<file path="src/hdl/pidm_pkg.sv">
/*
  Constants for the process supervision block around the PID controller:
  register offsets, field positions, reset values, value ranges and the
  output function codes.
  Assumes percent values in units of 0.01 % and scale factors in units of 0.1.
*/
package pidm_pkg;

  // Register bus geometry
  localparam int PIDM_AW = 8;
  localparam int PIDM_DW = 32;

  // Register byte offsets
  localparam logic [7:0] PIDM_CTRL_OFS = 8'h00;
  localparam logic [7:0] PIDM_UPPER_OFS = 8'h04;
  localparam logic [7:0] PIDM_LOWER_OFS = 8'h08;
  localparam logic [7:0] PIDM_MAXDEV_OFS = 8'h0c;
  localparam logic [7:0] PIDM_SPSCALE_OFS = 8'h10;
  localparam logic [7:0] PIDM_PVSCALE_OFS = 8'h14;
  localparam logic [7:0] PIDM_OUTLIM_OFS = 8'h18;
  localparam logic [7:0] PIDM_OUTFN_OFS = 8'h1c;
  localparam logic [7:0] PIDM_STS_OFS = 8'h20;
  localparam logic [7:0] PIDM_CLR_OFS = 8'h24;
  localparam logic [7:0] PIDM_IEN_OFS = 8'h28;
  localparam logic [7:0] PIDM_LIVE_OFS = 8'h2c;
  localparam logic [7:0] PIDM_SPMON_OFS = 8'h30;
  localparam logic [7:0] PIDM_PVMON_OFS = 8'h34;

  // Field positions
  localparam int PIDM_CTRL_EN_BIT = 0;
  localparam int PIDM_CTRL_SEL_LSB = 4;
  localparam int PIDM_OUTFN_STRIDE = 8;
  localparam int PIDM_STS_FB_BIT = 0;
  localparam int PIDM_STS_DEV_BIT = 1;
  localparam int PIDM_LIVE_ACT_BIT = 2;
  localparam int PIDM_LIVE_RUN_BIT = 3;

  // Reset values
  localparam logic PIDM_EN_RST = 1'b0;
  localparam logic [2:0] PIDM_SEL_RST = 3'h6;
  localparam logic [15:0] PIDM_UPPER_RST = 16'h0000;
  localparam logic [15:0] PIDM_LOWER_RST = 16'h0000;
  localparam logic [15:0] PIDM_MAXDEV_RST = 16'h012c;
  localparam logic [8:0] PIDM_SCALE_RST = 9'h00a;
  localparam logic [15:0] PIDM_OUTLIM_RST = 16'h2710;
  localparam logic [4:0] PIDM_FN_RST = 5'h00;

  // Accepted ranges
  localparam logic [15:0] PIDM_PCT_MAX = 16'h2710;
  localparam logic [8:0] PIDM_SCALE_MIN = 9'h001;
  localparam logic [8:0] PIDM_SCALE_MAX = 9'h147;
  localparam logic [2:0] PIDM_SEL_MIN = 3'h1;
  localparam logic [2:0] PIDM_SEL_MAX = 3'h6;

  // Output function codes
  localparam logic [4:0] PIDM_FN_DEV = 5'h0c;
  localparam logic [4:0] PIDM_FN_FBLOW = 5'h19;

  // Feedback-low supervision states
  typedef enum logic {
    PIDM_FB_CLEAR = 1'b0,
    PIDM_FB_LOW = 1'b1
  } pidm_fb_t;

endpackage

</file>
<file path="src/hdl/pidm_monitor.sv">
/*
  Process supervision around the PID controller: feedback-low message with
  hysteresis, deviation alarm, PID disable input, output clamp, display
  scaling, output routing, interrupt status and a plain register port.
  Assumes all inputs are synchronous to mclk and the PID arithmetic is
  outside; the raw PID output arrives on pid_raw_out.
*/
`timescale 1ns/10ps
`default_nettype none
module pidm_monitor
  import pidm_pkg::*;
#(
  parameter int NUM_DOUT = 3,
  parameter int NUM_DIN = 6
) (
  input wire logic mclk,
  input wire logic sys_rst,
  input wire logic ce,
  input wire logic [PIDM_AW-1:0] reg_addr,
  input wire logic [PIDM_DW-1:0] reg_wdata,
  input wire logic reg_wr,
  input wire logic reg_rd,
  output logic [PIDM_DW-1:0] reg_rdata,
  input wire logic run_mode,
  input wire logic [15:0] setpoint,
  input wire logic [15:0] process_value,
  input wire logic [15:0] pid_raw_out,
  input wire logic [NUM_DIN-1:0] digital_in,
  output logic feedback_low_flag,
  output logic deviation_alarm,
  output logic pid_active,
  output logic pid_bypass,
  output logic [15:0] pid_out_limited,
  output logic [NUM_DOUT-1:0] digital_out,
  output logic [24:0] setpoint_monitor,
  output logic [24:0] process_value_monitor,
  output logic irq
);

  // Elaboration checks: up to four selector fields fit, input six must exist
  if (NUM_DOUT < 1 || NUM_DOUT > 4) begin : g_bad_dout
    $error("NUM_DOUT must be 1 to 4");
  end
  if (NUM_DIN < 6) begin : g_bad_din
    $error("NUM_DIN must be at least 6");
  end

  typedef struct packed {
    logic pid_en;
    logic [2:0] din_sel;
    logic [15:0] upper;
    logic [15:0] lower;
    logic [15:0] maxdev;
    logic [8:0] sp_scale;
    logic [8:0] pv_scale;
    logic [15:0] out_lim;
    logic [NUM_DOUT-1:0][4:0] fsel;
    pidm_fb_t fb;
    logic dev;
    logic act;
    logic [1:0] sts;
    logic [1:0] ien;
    logic [NUM_DOUT-1:0] dout;
    logic [15:0] pid_out;
    logic [24:0] sp_mon;
    logic [24:0] pv_mon;
    logic [PIDM_DW-1:0] rdata;
  } pidm_state_t;

  pidm_state_t st_q;
  pidm_state_t st_d;
  logic [NUM_DOUT-1:0] dout_c;
  logic dis_in;
  logic act_c;
  logic signed [16:0] dev_err;
  logic [16:0] dev_mag;

  // Values beyond the accepted range are pulled to the nearest edge
  function automatic logic [15:0] pidm_pct(input logic [15:0] v);
    pidm_pct = (v > PIDM_PCT_MAX) ? PIDM_PCT_MAX : v;
  endfunction

  function automatic logic [8:0] pidm_scale(input logic [15:0] v);
    if (v < {7'h00, PIDM_SCALE_MIN}) begin
      pidm_scale = PIDM_SCALE_MIN;
    end else if (v > {7'h00, PIDM_SCALE_MAX}) begin
      pidm_scale = PIDM_SCALE_MAX;
    end else begin
      pidm_scale = v[8:0];
    end
  endfunction

  function automatic logic [2:0] pidm_sel(input logic [2:0] v);
    if (v < PIDM_SEL_MIN) begin
      pidm_sel = PIDM_SEL_MIN;
    end else if (v > PIDM_SEL_MAX) begin
      pidm_sel = PIDM_SEL_MAX;
    end else begin
      pidm_sel = v;
    end
  endfunction

  // The selected terminal disables PID only while PID is in use
  assign dis_in = digital_in[st_q.din_sel - PIDM_SEL_MIN];
  assign act_c = st_q.pid_en & ~dis_in;

  // Signed error, judged by its size so both directions raise the alarm
  assign dev_err = signed'({1'b0, setpoint}) - signed'({1'b0, process_value});
  assign dev_mag = dev_err[16] ? 17'(-dev_err) : 17'(dev_err);

  // One selector per digital output or relay
  for (genvar i = 0; i < NUM_DOUT; i++) begin : g_dout
    pidm_out_sel u_sel (
      .func_sel(st_q.fsel[i]),
      .fb_low(st_q.fb == PIDM_FB_LOW),
      .dev_alarm(st_q.dev),
      .pin_out(dout_c[i])
    );
  end

  // Next state: supervision, register writes, status and read data
  always_comb begin
    st_d = st_q;
    st_d.act = act_c;
    st_d.dout = dout_c;

    // Feedback-low hysteresis; the set wins if limits are crossed over
    case (st_q.fb)
      PIDM_FB_CLEAR: begin
        if (run_mode && process_value < st_q.lower) begin
          st_d.fb = PIDM_FB_LOW;
        end
      end
      PIDM_FB_LOW: begin
        if (!run_mode) begin
          st_d.fb = PIDM_FB_CLEAR;
        end else if (process_value < st_q.lower) begin
          st_d.fb = PIDM_FB_LOW;
        end else if (process_value > st_q.upper) begin
          st_d.fb = PIDM_FB_CLEAR;
        end
      end
      default: st_d.fb = PIDM_FB_CLEAR;
    endcase
    // The flag feeds only status and outputs; no trip path exists

    // Deviation alarm follows the error while PID control is active
    st_d.dev = act_c && (dev_mag > {1'b0, st_q.maxdev});

    // Clamp toward the limit; when bypassed the drive uses its own frequency
    st_d.pid_out = (pid_raw_out > st_q.out_lim) ? st_q.out_lim : pid_raw_out;

    // Display products only, never fed back into control
    st_d.sp_mon = {9'h000, setpoint} * {16'h0000, st_q.sp_scale};
    st_d.pv_mon = {9'h000, process_value} * {16'h0000, st_q.pv_scale};

    // Register writes
    if (reg_wr) begin
      case (reg_addr)
        PIDM_CTRL_OFS: begin
          st_d.pid_en = reg_wdata[PIDM_CTRL_EN_BIT];
          st_d.din_sel = pidm_sel(reg_wdata[PIDM_CTRL_SEL_LSB +: 3]);
        end
        PIDM_UPPER_OFS: st_d.upper = pidm_pct(reg_wdata[15:0]);
        PIDM_LOWER_OFS: st_d.lower = pidm_pct(reg_wdata[15:0]);
        PIDM_MAXDEV_OFS: st_d.maxdev = pidm_pct(reg_wdata[15:0]);
        PIDM_SPSCALE_OFS: st_d.sp_scale = pidm_scale(reg_wdata[15:0]);
        PIDM_PVSCALE_OFS: st_d.pv_scale = pidm_scale(reg_wdata[15:0]);
        PIDM_OUTLIM_OFS: st_d.out_lim = pidm_pct(reg_wdata[15:0]);
        PIDM_OUTFN_OFS: begin
          for (int i = 0; i < NUM_DOUT; i++) begin
            st_d.fsel[i] = reg_wdata[i*PIDM_OUTFN_STRIDE +: 5];
          end
        end
        PIDM_IEN_OFS: st_d.ien = reg_wdata[1:0];
        default: st_d.ien = st_q.ien;
      endcase
    end

    // Sticky events on rising flags; a new event beats a clear
    st_d.sts = st_q.sts;
    if (reg_wr && reg_addr == PIDM_CLR_OFS) begin
      st_d.sts = st_q.sts & ~reg_wdata[1:0];
    end
    if (st_d.fb == PIDM_FB_LOW && st_q.fb == PIDM_FB_CLEAR) begin
      st_d.sts[PIDM_STS_FB_BIT] = 1'b1;
    end
    if (st_d.dev && !st_q.dev) begin
      st_d.sts[PIDM_STS_DEV_BIT] = 1'b1;
    end

    // Read data stand for the one cycle after the strobe
    st_d.rdata = '0;
    if (reg_rd) begin
      case (reg_addr)
        PIDM_CTRL_OFS: begin
          st_d.rdata[PIDM_CTRL_EN_BIT] = st_q.pid_en;
          st_d.rdata[PIDM_CTRL_SEL_LSB +: 3] = st_q.din_sel;
        end
        PIDM_UPPER_OFS: st_d.rdata[15:0] = st_q.upper;
        PIDM_LOWER_OFS: st_d.rdata[15:0] = st_q.lower;
        PIDM_MAXDEV_OFS: st_d.rdata[15:0] = st_q.maxdev;
        PIDM_SPSCALE_OFS: st_d.rdata[8:0] = st_q.sp_scale;
        PIDM_PVSCALE_OFS: st_d.rdata[8:0] = st_q.pv_scale;
        PIDM_OUTLIM_OFS: st_d.rdata[15:0] = st_q.out_lim;
        PIDM_OUTFN_OFS: begin
          for (int i = 0; i < NUM_DOUT; i++) begin
            st_d.rdata[i*PIDM_OUTFN_STRIDE +: 5] = st_q.fsel[i];
          end
        end
        PIDM_STS_OFS: st_d.rdata[1:0] = st_q.sts;
        PIDM_IEN_OFS: st_d.rdata[1:0] = st_q.ien;
        PIDM_LIVE_OFS: begin
          st_d.rdata[PIDM_STS_FB_BIT] = (st_q.fb == PIDM_FB_LOW);
          st_d.rdata[PIDM_STS_DEV_BIT] = st_q.dev;
          st_d.rdata[PIDM_LIVE_ACT_BIT] = st_q.act;
          st_d.rdata[PIDM_LIVE_RUN_BIT] = run_mode;
        end
        PIDM_SPMON_OFS: st_d.rdata[24:0] = st_q.sp_mon;
        PIDM_PVMON_OFS: st_d.rdata[24:0] = st_q.pv_mon;
        default: st_d.rdata = '0;
      endcase
    end
  end

  // State register; ce low freezes everything, bus included
  always_ff @(posedge mclk or posedge sys_rst) begin
    if (sys_rst) begin
      st_q <= '0;
      st_q.pid_en <= PIDM_EN_RST;
      st_q.din_sel <= PIDM_SEL_RST;
      st_q.upper <= PIDM_UPPER_RST;
      st_q.lower <= PIDM_LOWER_RST;
      st_q.maxdev <= PIDM_MAXDEV_RST;
      st_q.sp_scale <= PIDM_SCALE_RST;
      st_q.pv_scale <= PIDM_SCALE_RST;
      st_q.out_lim <= PIDM_OUTLIM_RST;
      st_q.fb <= PIDM_FB_CLEAR;
      st_q.dev <= 1'b0;
    end else if (ce) begin
      st_q <= st_d;
    end
  end

  // Outputs straight from the state register
  assign reg_rdata = st_q.rdata;
  assign feedback_low_flag = (st_q.fb == PIDM_FB_LOW);
  assign deviation_alarm = st_q.dev;
  assign pid_active = st_q.act;
  assign pid_bypass = ~st_q.act;
  assign pid_out_limited = st_q.pid_out;
  assign digital_out = st_q.dout;
  assign setpoint_monitor = st_q.sp_mon;
  assign process_value_monitor = st_q.pv_mon;
  assign irq = |(st_q.sts & st_q.ien);
endmodule
`default_nettype wire

</file>
<file path="src/hdl/pidm_out_sel.sv">
/*
  Function selector for one digital output or relay.
  Assumes flags are registered by the caller; the output is combinational.
*/
`timescale 1ns/10ps
`default_nettype none
module pidm_out_sel
  import pidm_pkg::*;
(
  input wire logic [4:0] func_sel,
  input wire logic fb_low,
  input wire logic dev_alarm,
  output logic pin_out
);

  // Unknown codes leave the output off; other functions live elsewhere
  always_comb begin
    case (func_sel)
      PIDM_FN_FBLOW: pin_out = fb_low;
      PIDM_FN_DEV: pin_out = dev_alarm;
      default: pin_out = 1'b0;
    endcase
  end

endmodule
`default_nettype wire

</file>
<file path="config.mk">
export PLATFORM = sky130hd
export DESIGN_NAME = pidm_monitor
export DESIGN_NICKNAME = d
export VERILOG_FILES = /design/src/hdl/pidm_pkg.sv /design/src/hdl/pidm_monitor.sv /design/src/hdl/pidm_out_sel.sv
export SDC_FILE = /design/constraint.sdc
export NUM_CORES = 1
export LEC_CHECK = 0
export BUFFER_PORTS_ARGS = -buffer_cell sky130_fd_sc_hd__clkbuf_2
export CAP_MARGIN = 20
export CELL_PAD_IN_SITES_DETAIL_PLACEMENT = 0
export CELL_PAD_IN_SITES_GLOBAL_PLACEMENT = 1
export CORE_MARGIN = 3
export CORE_UTILIZATION = 47
export CTS_CLUSTER_DIAMETER = 100
export CTS_CLUSTER_SIZE = 10
export DETAILED_ROUTE_END_ITERATION = 12
export PLACE_DENSITY = 0.94
export REMOVE_ABC_BUFFERS = 1
export SETUP_SLACK_MARGIN = 0.1
export SKIP_LAST_GASP = 1
export SYNTH_ARGS = -nofsm -noshare
export SYNTH_HDL_FRONTEND = slang
export SYNTH_SLANG_ARGS = --single-unit
</file>
<file path="constraint.sdc">
create_clock -name mclk -period 6.57 [get_ports mclk]
set_input_delay 0.3285 -clock mclk [delete_from_list [all_inputs] [get_ports mclk]]
set_output_delay 0.3285 -clock mclk [all_outputs]
set_load 0.01 [all_outputs]
</file>
# ---- Yosys cells after proc, flatten, opt, wreduce, memory -nomap -nowiden
# Index checks and enable logic that the tools add are counted.
dict set report word_totals {
  in_bits 100
  output_inout_bits 106
  reg_bits 209
}
dict set report classes {
  n_reduce_logical 21
  n_addsub 3
  n_mux 32
  n_mul 2
  eq_ne 19
  order_cmp 10
  bitwise 7
}
# op count
set ops {}
lappend ops {{multiplier 16 x 9 -> 25 bit} 2}
lappend ops {{equality test 8 x 6 -> 1 bit (second input constant)} 6}
lappend ops {{equality test 8 x 5 -> 1 bit (second input constant)} 4}
lappend ops {{> comparator 16 bit} 2}
lappend ops {{2-to-1 mux 16 bit} 2}
lappend ops {{case mux 4 bit (7 select lines)} 1}
lappend ops {{AND reduction 3 bit} 9}
lappend ops {{2-to-1 mux 25 bit} 1}
lappend ops {{case mux 2 bit (10 select lines)} 1}
lappend ops {{2-to-1 mux 9 bit} 2}
lappend ops {{case mux 2 bit (9 select lines)} 1}
lappend ops {{case mux 3 bit (6 select lines)} 1}
lappend ops {{> comparator 17 x 16 -> 1 bit} 1}
lappend ops {{2-to-1 mux 17 bit} 1}
lappend ops {{negation 17 bit} 1}
lappend ops {{subtractor 16 x 16 -> 17 bit} 1}
lappend ops {{equality test 8 x 4 -> 1 bit (second input constant)} 2}
lappend ops {{> comparator 16 x 14 -> 1 bit (second input constant)} 1}
lappend ops {{> comparator 16 x 9 -> 1 bit (second input constant)} 1}
lappend ops {{less-than comparator 16 x 1 -> 1 bit (second input constant)} 1}
lappend ops {{less-than comparator 16 bit} 1}
lappend ops {{equality test 5 x 4 -> 1 bit (second input constant)} 3}
lappend ops {{equality test 5 bit (second input constant)} 3}
lappend ops {{case mux 5 bit (3 select lines)} 1}
lappend ops {{26 further kinds} 45}

# ---- Logic depth before layout (Yosys ltp)
# Gate-level depths: netlist of the first run.
dict set report logic_depth {
  ltp_word 9
  ltp_mapped 24
}

# ---- By module
# From an unflattened synthesis of the first run, not the netlist that was laid out.
dict set report hier_totals {
  cells_unflattened 2350
  area_unflattened_um2 21215.3
}
# module cells_each area_each_um2 instances seq_area_each_um2
set modules_own_cells {}
lappend modules_own_cells {pidm_monitor 2338 21121.5 1 5073.6}
lappend modules_own_cells {pidm_out_sel 4 31.3 3 0.0}

# ---- Worst setup path before layout of the first run
# Ideal clock, no wire load.
dict set report synth_timing {
  kind {reg2reg}
  from {reg st_q[149] (netlist bit)}
  to {reg st_q (netlist bit setpoint_monitor[23])}
  setup_time_ps 125
  stages_incl_launch_ff 20
  path_slack_ps 1197
  n_path_buf 3
  t_arrival_ps 5249
  period_less_slack_ps 5373
  path_cell_list {dfstp_2 > clkbuf_1 > clkbuf_1 > nand2_1 > fa_1 > inv_1 > fa_1 > fa_1 > fa_1 > ha_1 > clkbuf_1 > and4_1 > a31oi_1 > o31ai_1 > o211a_1 > o21ba_2 > o221a_2 > a31o_2 > xor2_1 > mux2_2}
}
dict set report synth_via {
  elab_chain_len 1
}
# element line
set synth_rtl {}
lappend synth_rtl {{from (decl)} pidm_monitor.sv:70} ;# pidm_state_t st_q;
lappend synth_rtl {{from (signal assigned)} pidm_monitor.sv:241} ;# st_q <= st_d;
lappend synth_rtl {{multiplier 16 x 9 -> 25 bit} pidm_monitor.sv:154} ;# st_d.sp_mon = {9'h000, setpoint} * {16'h0000, st_q.sp_scale};
# No other way between the ends.
# A chain may end at the register's enable or synchronous reset.

# ---- Worst setup path after layout of the first run
dict set report layout_timing {
  from {reg st_q[139] (netlist bit)}
  to {reg st_q (netlist bit process_value_monitor[22])}
}
dict set report layout_via {
  elab_chain_len 1
}
# element line
set layout_rtl {}
lappend layout_rtl {{multiplier 16 x 9 -> 25 bit} pidm_monitor.sv:155} ;# st_d.pv_mon = {9'h000, process_value} * {16'h0000, st_q.pv_scale};
# No other way between the ends.

==> out/metrics.cfg, run 1 <==
[clocking]
hold_buffers = 0
postCtsSetupBuffers = 0
root_buffer = clkbuf_16
htreeDepth = 1
cts_buffer_depth = 3
cts_sinks = 202
cts_made_buffers = 24
cts_tree = built
cts-resized-gates = 0
insertion_delay_ps = 520
clk_pin_slew_ps = 60

[logic_synthesis]
ys_async_sr_fraction_pct = 100.0
ys_seq_elements = 202
synth_edf_count = 0
ys.flop_type = dfrtp_1
syn-mean-instance-area_um2 = 8.995
synth.distinct_cells = 72
ys_seq_area_share_pct = 24.16
netlist_instances = 2335
yosysWarnings = 0
syn_area_mm2 = 0.02100

[sta]
fin_skew_ps = 23.82
rsz0062_at_grt = no
worst_pin_slew_ps = 1103
period_share_pct = 85.87
postLayoutSetupSlackWorst_ps = 928.5
setup_viol_count_final = 0
hold_ws_ps = -6.130
clock.fmax_mhz = 177.3
period_needed_ps = 5642
relSlewSlack_pct = 26.49
hold_viol = 2
final_max_slew_viol_count = 0
setup_tns_ps = 0

[pwr]
switchingPower_w = 0.001126
seqPwrFrac_pct = 40.7
ir_drop_mv = 0.1556
clockPowerShare_pct = 35.9
power_density_mw_per_mm2 = 154.7
p_int_w = 0.002334
swShare_pct = 32.55
combinationalPowerShare_pct = 23.4
p_leak_nw = 11.06

[finish]
drive_gt1_share_pct = 14.27
area_growth_pct = 6.475
mostFrequentLayoutCells = 331 x nand2_1, 317 x inv_1, 199 x fa_1
layout_commonest_cell = nand2_1
nets = 2828
diodes = 0

[run_status]
failed_checks = negative hold slack
outcome = complete, but fails checks

[global_route]
grt_max_degree = 125
antenna_found_initial = 3
gr-total-overflow = 0
grt_pass1_wl_um = 99600
track_usage_pct = 26.72
grt_pass1_vias = 17800

[worst_hold_path]
worstHoldPathType = input port to async pin

[critical_path]
cp-start-kind = register
slowest_delay_ps = 860
cp_max_fo = 15
cp.required_ps = 6980
crit_top_cell = fa_1
cp_slowest_cell = dfrtp_1
cp_data_arrival_time_ps = 6050
end_kind = register
critPathKind = register to register
path_cells = nand2_1, fa_1, inv_1, fa_1, inv_1, fa_1, inv_1, fa_1, ha_1, a21o_1, a21o_1, a21o_1, or3_1, nor3_2, nor3_1, a2111oi_4, xnor2_1, mux2_2

[floorplanning]
fp.dieH_um = 217.4
num_rows = 76
die_x_um = 217.4
coreArea_mm2 = 0.04365
die-area_mm2 = 0.04726
start_util_pct = 48.12
ios = 206

[drt]
avgViaCountPerCell = 5.799
vias = 17170
firstDrtPassIters = 6
drt_iter0_markers = 1713
postRouteAntennaNets = 0
drt_wl_total_um = 63000
drc = 0
post_drt_wl_per_cell_um = 21.28

[placed_design]
post-place-ws_ps = 953.3
dp_hpwl_um = 48470
numPortBuffers = 187
gp_congestion = 0.9538

[flow_run]
maxCapViolations = 0

-- power by group through the flow --
stage / Clock (W) / Combinational (W) / Sequential [W]
floorplan: 0 / 0.000491 / 0.00139
global placement: 0 / 0.000772 / 0.00142
detailed placement: 0 / 0.000801 / 0.00142
CTS: 0.00125 / 0.000808 / 0.00140
global route: 0.00130 / 0.000903 / 0.00141
finish: 0.00124 / 0.000810 / 0.00141
-- flip-flops by register name, summed over array words and instances, names as in the netlist --
name	flops
st_q	105
feedback_low_flag	1
deviation_alarm	1
setpoint_monitor	25
process_value_monitor	25
digital_out	3
reg_rdata	25
pid_out_limited	16
pid_active	1
-- cells in the mapped netlist (13+ instances only) --
cell type / number / area share, %
mux2i_1: 31 / 1.5
o21a_1: 17 / 0.61
a22oi_1: 30 / 1.1
a21oi_1: 84 / 2.0
o21ai_0: 125 / 3.0
a222oi_1: 13 / 0.62
and2_1: 114 / 3.4
clkbuf_1: 96 / 1.7
a21o_1: 26 / 0.93
nor2_1: 73 / 1.3
nand4_1: 13 / 0.39
fa_1: 199 / 19
nor2b_1: 24 / 0.71
nor3_1: 19 / 0.45
o22ai_1: 26 / 0.77
buf_4: 101 / 3.6
dfrtp_1: 187 / 22
ha_1: 171 / 10
inv_1: 318 / 5.7
mux2_2: 61 / 3.3
xor2_1: 15 / 0.63
dfstp_2: 15 / 1.9
nand2_1: 331 / 5.9
xnor2_1: 46 / 1.9
nand3_1: 27 / 0.64
-- layout make-up --
class	instances	area [µm²]
clock buffer	43	693.2
timing repair buffer	203	1059
multi-input combinational	1609	13600
fill	4013	21280
sequential	202	5074
tap	585	732.0
inverter	318	1201
clock inverter	1	8.758
-- kinds of logic after synthesis --
kind of cell,Yosys count,synth area share (%)
and+or+nand+nor,669,15.03
buffers and inverters,530,11.29
AOI/OAI and AO/OA,409,12.95
adders and majority gates,370,29.15
DFF,202,24.16
muxes,93,4.855
xor gates and xnor gates,61,2.544
other,1,0.01785
-- per-layer routing --
metal / routed length (µm) / share of wire (%) / GRT usage [%] / up-vias
met5: 8 / 0.013 / 0 / -
met3: 6238 / 9.9 / 5.040 / 124
li1: - / - / - / 7625
met4: 1697 / 2.7 / 7.502 / 2
met2: 29500 / 47 / 43.86 / 804
met1: 25560 / 41 / 36.37 / 8615
-- per-stage QoR --
step                      cell area (µm²)  std cells  util [%]  hold WS [ps]  power (W)
final                               22360       2961     51.24        -6.130   0.003460
after global placement              21660       2917     49.63         482.9   0.002195
after CTS                           22360       2961     51.24         29.11   0.003460
after global routing                22360       2961     51.24         40.19   0.003614
after detailed placement            21660       2917     49.63         487.8   0.002224
after floorplan                     19850       2129         -         413.2   0.001883
-- final timing paths --
kind                       slack [ps]                  start  cells after the start                               endpoint
max                               930  st_q[139]$_DFFE_PP0P_                     18  process_value_monitor[22]$_DFFE_PP0P_
min                                -6                sys_rst                      2             digital_out[2]$_DFFE_PP0P_
max reg2reg                       930  st_q[139]$_DFFE_PP0P_                     18  process_value_monitor[22]$_DFFE_PP0P_
min reg2reg                       500  st_q[165]$_DFFE_PP1P_                      2                  st_q[165]$_DFFE_PP1P_
max in group asynchronous        4940                sys_rst                      3                  st_q[143]$_DFFE_PP0P_
min in group mclk                  40          reg_wdata[20]                      2                  st_q[122]$_DFFE_PP0P_
-- critical path, delay by kind of cell (launching register included) --
family	cells	cell delay [ps]
adders and majority gates	5	2350
xor gates and xnor gates	1	120
AOI/OAI and AO/OA	4	960
DFF	1	860
buffers and inverters	3	170
and+or+nand+nor	4	800
muxes	1	270
(Power assumes the default switching activity.)
==> run 2: changes to the inputs <==
==> constraint.sdc (replaced) <==
create_clock -name mclk -period 6.57 [get_ports mclk]
set_input_delay 1.314 -clock mclk [delete_from_list [all_inputs] [get_ports mclk]]
set_output_delay 1.314 -clock mclk [all_outputs]
set_load 0.01 [all_outputs]
==> run 2 against run 1 <==
The flow now finishes without violations. First-iteration DRC count down 11%. Clock power about the same. Core utilization rose by 0.34 points. Non-clock buffer count increased by 20. Global-route usage down 0.29 points. Combinational power rose by 2%. Power decreased by 0.18%. Routed wire length fell by 1.0%. Register-to-register slack worse by 80 ps. Via count increased by 0.30%. Sequential share of layout area is 0.15 points lower. Worst setup slack worse by 220 ps. Critical path type is now input port to register. Critical endpoint unchanged. Largest cell class unchanged. Largest power group unchanged.
==> out/metrics.cfg, run 2 (synthesized netlist as in run 1, its figures left out) <==
[run_status]
outcome = completed

[sta]
setup_viol_count_final = 0
postLayoutSetupSlackWorst_ps = 713.5
hold_viol = 0
fin_skew_ps = 13.99
worst_pin_slew_ps = 1101
relSlewSlack_pct = 26.57
period_needed_ps = 5857
clock.fmax_mhz = 170.7
final_max_slew_viol_count = 0
period_share_pct = 89.14
rsz0062_at_grt = no

[global_route]
track_usage_pct = 26.43
grt_pass1_vias = 17890
use_met1_pct = 35.39
grt_max_degree = 99
met2_usage_pct = 43.54
antenna_found_initial = 3
gr-total-overflow = 0
grtUsageMet3_pct = 5.390
grt_busiest_layer = met2
grt_pass1_wl_um = 98080

[clocking]
cts_sinks = 202
cts-resized-gates = 0
hold_buffers = 0
clk_pin_slew_ps = 60
htreeDepth = 1
insertion_delay_ps = 520
postCtsSetupBuffers = 0
root_buffer = clkbuf_16
cts_made_buffers = 24
cts_tree = built
cts_buffer_depth = 3

[critical_path]
cp_data_arrival_time_ps = 6260
end_kind = register
cp.required_ps = 6980
critPathKind = input port to register
cp-start-kind = input port
r2r_cells = 18
cp_max_fo = 12

[flow_run]
maxCapViolations = 0

[floorplanning]
num_rows = 76
die_x_um = 217.4
die-area_mm2 = 0.04726
ios = 206
start_util_pct = 48.12
coreArea_mm2 = 0.04365
fp.dieH_um = 217.4

[worst_hold_path]
min_path_cells = 2
worstHoldPathType = register to register

[drt]
avgViaCountPerCell = 5.779
post_drt_wl_per_cell_um = 20.93
postRouteAntennaNets = 0
drt_wl_total_um = 62360
drc = 0
drt_iter0_markers = 1519
vias = 17220
firstDrtPassIters = 6

[finish]
fin_area_mm2 = 0.02251
mostFrequentLayoutCells = 331 x nand2_1, 317 x inv_1, 199 x fa_1
diodes = 0
area_growth_pct = 7.190
layout_commonest_cell = nand2_1
drive_gt1_share_pct = 14.99
nets = 2848
register_area_mm2 = 0.005074
multiInputGateArea_mm2 = 0.01360
largest_register_ffs = 105
largest_register = st_q
fill_cells = 3902

[pwr]
power_density_mw_per_mm2 = 153.4
p_leak_nw = 11.15
ir_drop_mv = 0.1606

[placed_design]
numPortBuffers = 187
gp_congestion = 0.9439
dpl_cell_area_mm2 = 0.02180
post-place-ws_ps = 235.4
dp_hpwl_um = 49470

-- run 2: cell count changes in the layout (fill, tap and decap cells not counted) --
cell / previous run / this run
buf_4: 17 / 36
buf_6: 0 / 1
clkbuf_1: 18 / 17
-- run 2: per-stage QoR --
stage | setup TNS (ps) | total power [W] | util [%] | hold WS, ps | cells
2_1_floorplan | -42990 | 0.001883 | - | 464.8 | 2129
3_3_place_gp | 0 | 0.002211 | 49.96 | 481.7 | 2936
3_5_place_dp | 0 | 0.002236 | 49.96 | 496.1 | 2936
4_1_cts | 0 | 0.003455 | 51.56 | 507.7 | 2979
5_1_grt | 0 | 0.003611 | 51.58 | 525.7 | 2980
6_report | 0 | 0.003454 | 51.58 | 499.3 | 2980
-- run 2: final timing paths --
check                                       from                                    end  slack [ps]
setup reg to reg           st_q[139]$_DFFE_PP0P_  process_value_monitor[22]$_DFFE_PP0P_         850
hold / removal             st_q[162]$_DFFE_PP1P_                  st_q[162]$_DFFE_PP1P_         500
min in group asynchronous                sys_rst                  st_q[118]$_DFFE_PP0P_         920
setup / recovery               process_value[11]  process_value_monitor[22]$_DFFE_PP0P_         710
hold reg to reg            st_q[162]$_DFFE_PP1P_                  st_q[162]$_DFFE_PP1P_         500
max in group asynchronous                sys_rst                  st_q[198]$_DFFE_PP0P_        4450
-- run 2: area by class of cell --
type,count,area share (%)
clock buffers,42,3.062
clock inverters,1,0.03890
inverters,318,5.335
multi-input cells,1609,60.39
flip-flops and latches,202,22.54
well taps,585,3.251
repair buffers,223,5.385
-- run 2: critical path, cell delays in order --
cell       delay, ps
clkbuf_2         250
and2_1           260
fa_1             480
inv_1             60
fa_1             500
fa_1             500
inv_1             50
fa_1             440
ha_1             360
a21o_1           180
a21o_1           160
a21o_1           220
or3_1            330
nor3_2           220
nor3_1           130
a2111oi_4        420
xnor2_1          110
mux2_2           270
-- run 2: per-layer routing --
layer	vias up	part of all wire [%]
met5	-	0
met4	0	2.9
met3	131	9.4
met2	799	47
met1	8608	40
li1	7683	-
-- run 2: power by group --
group | switching [W] | internal [W] | total [W]
Combinational | 0.000491 | 0.000333 | 0.000823
Clock | 0.000517 | 0.000706 | 0.00122
Sequential | 0.000103 | 0.00131 | 0.00141
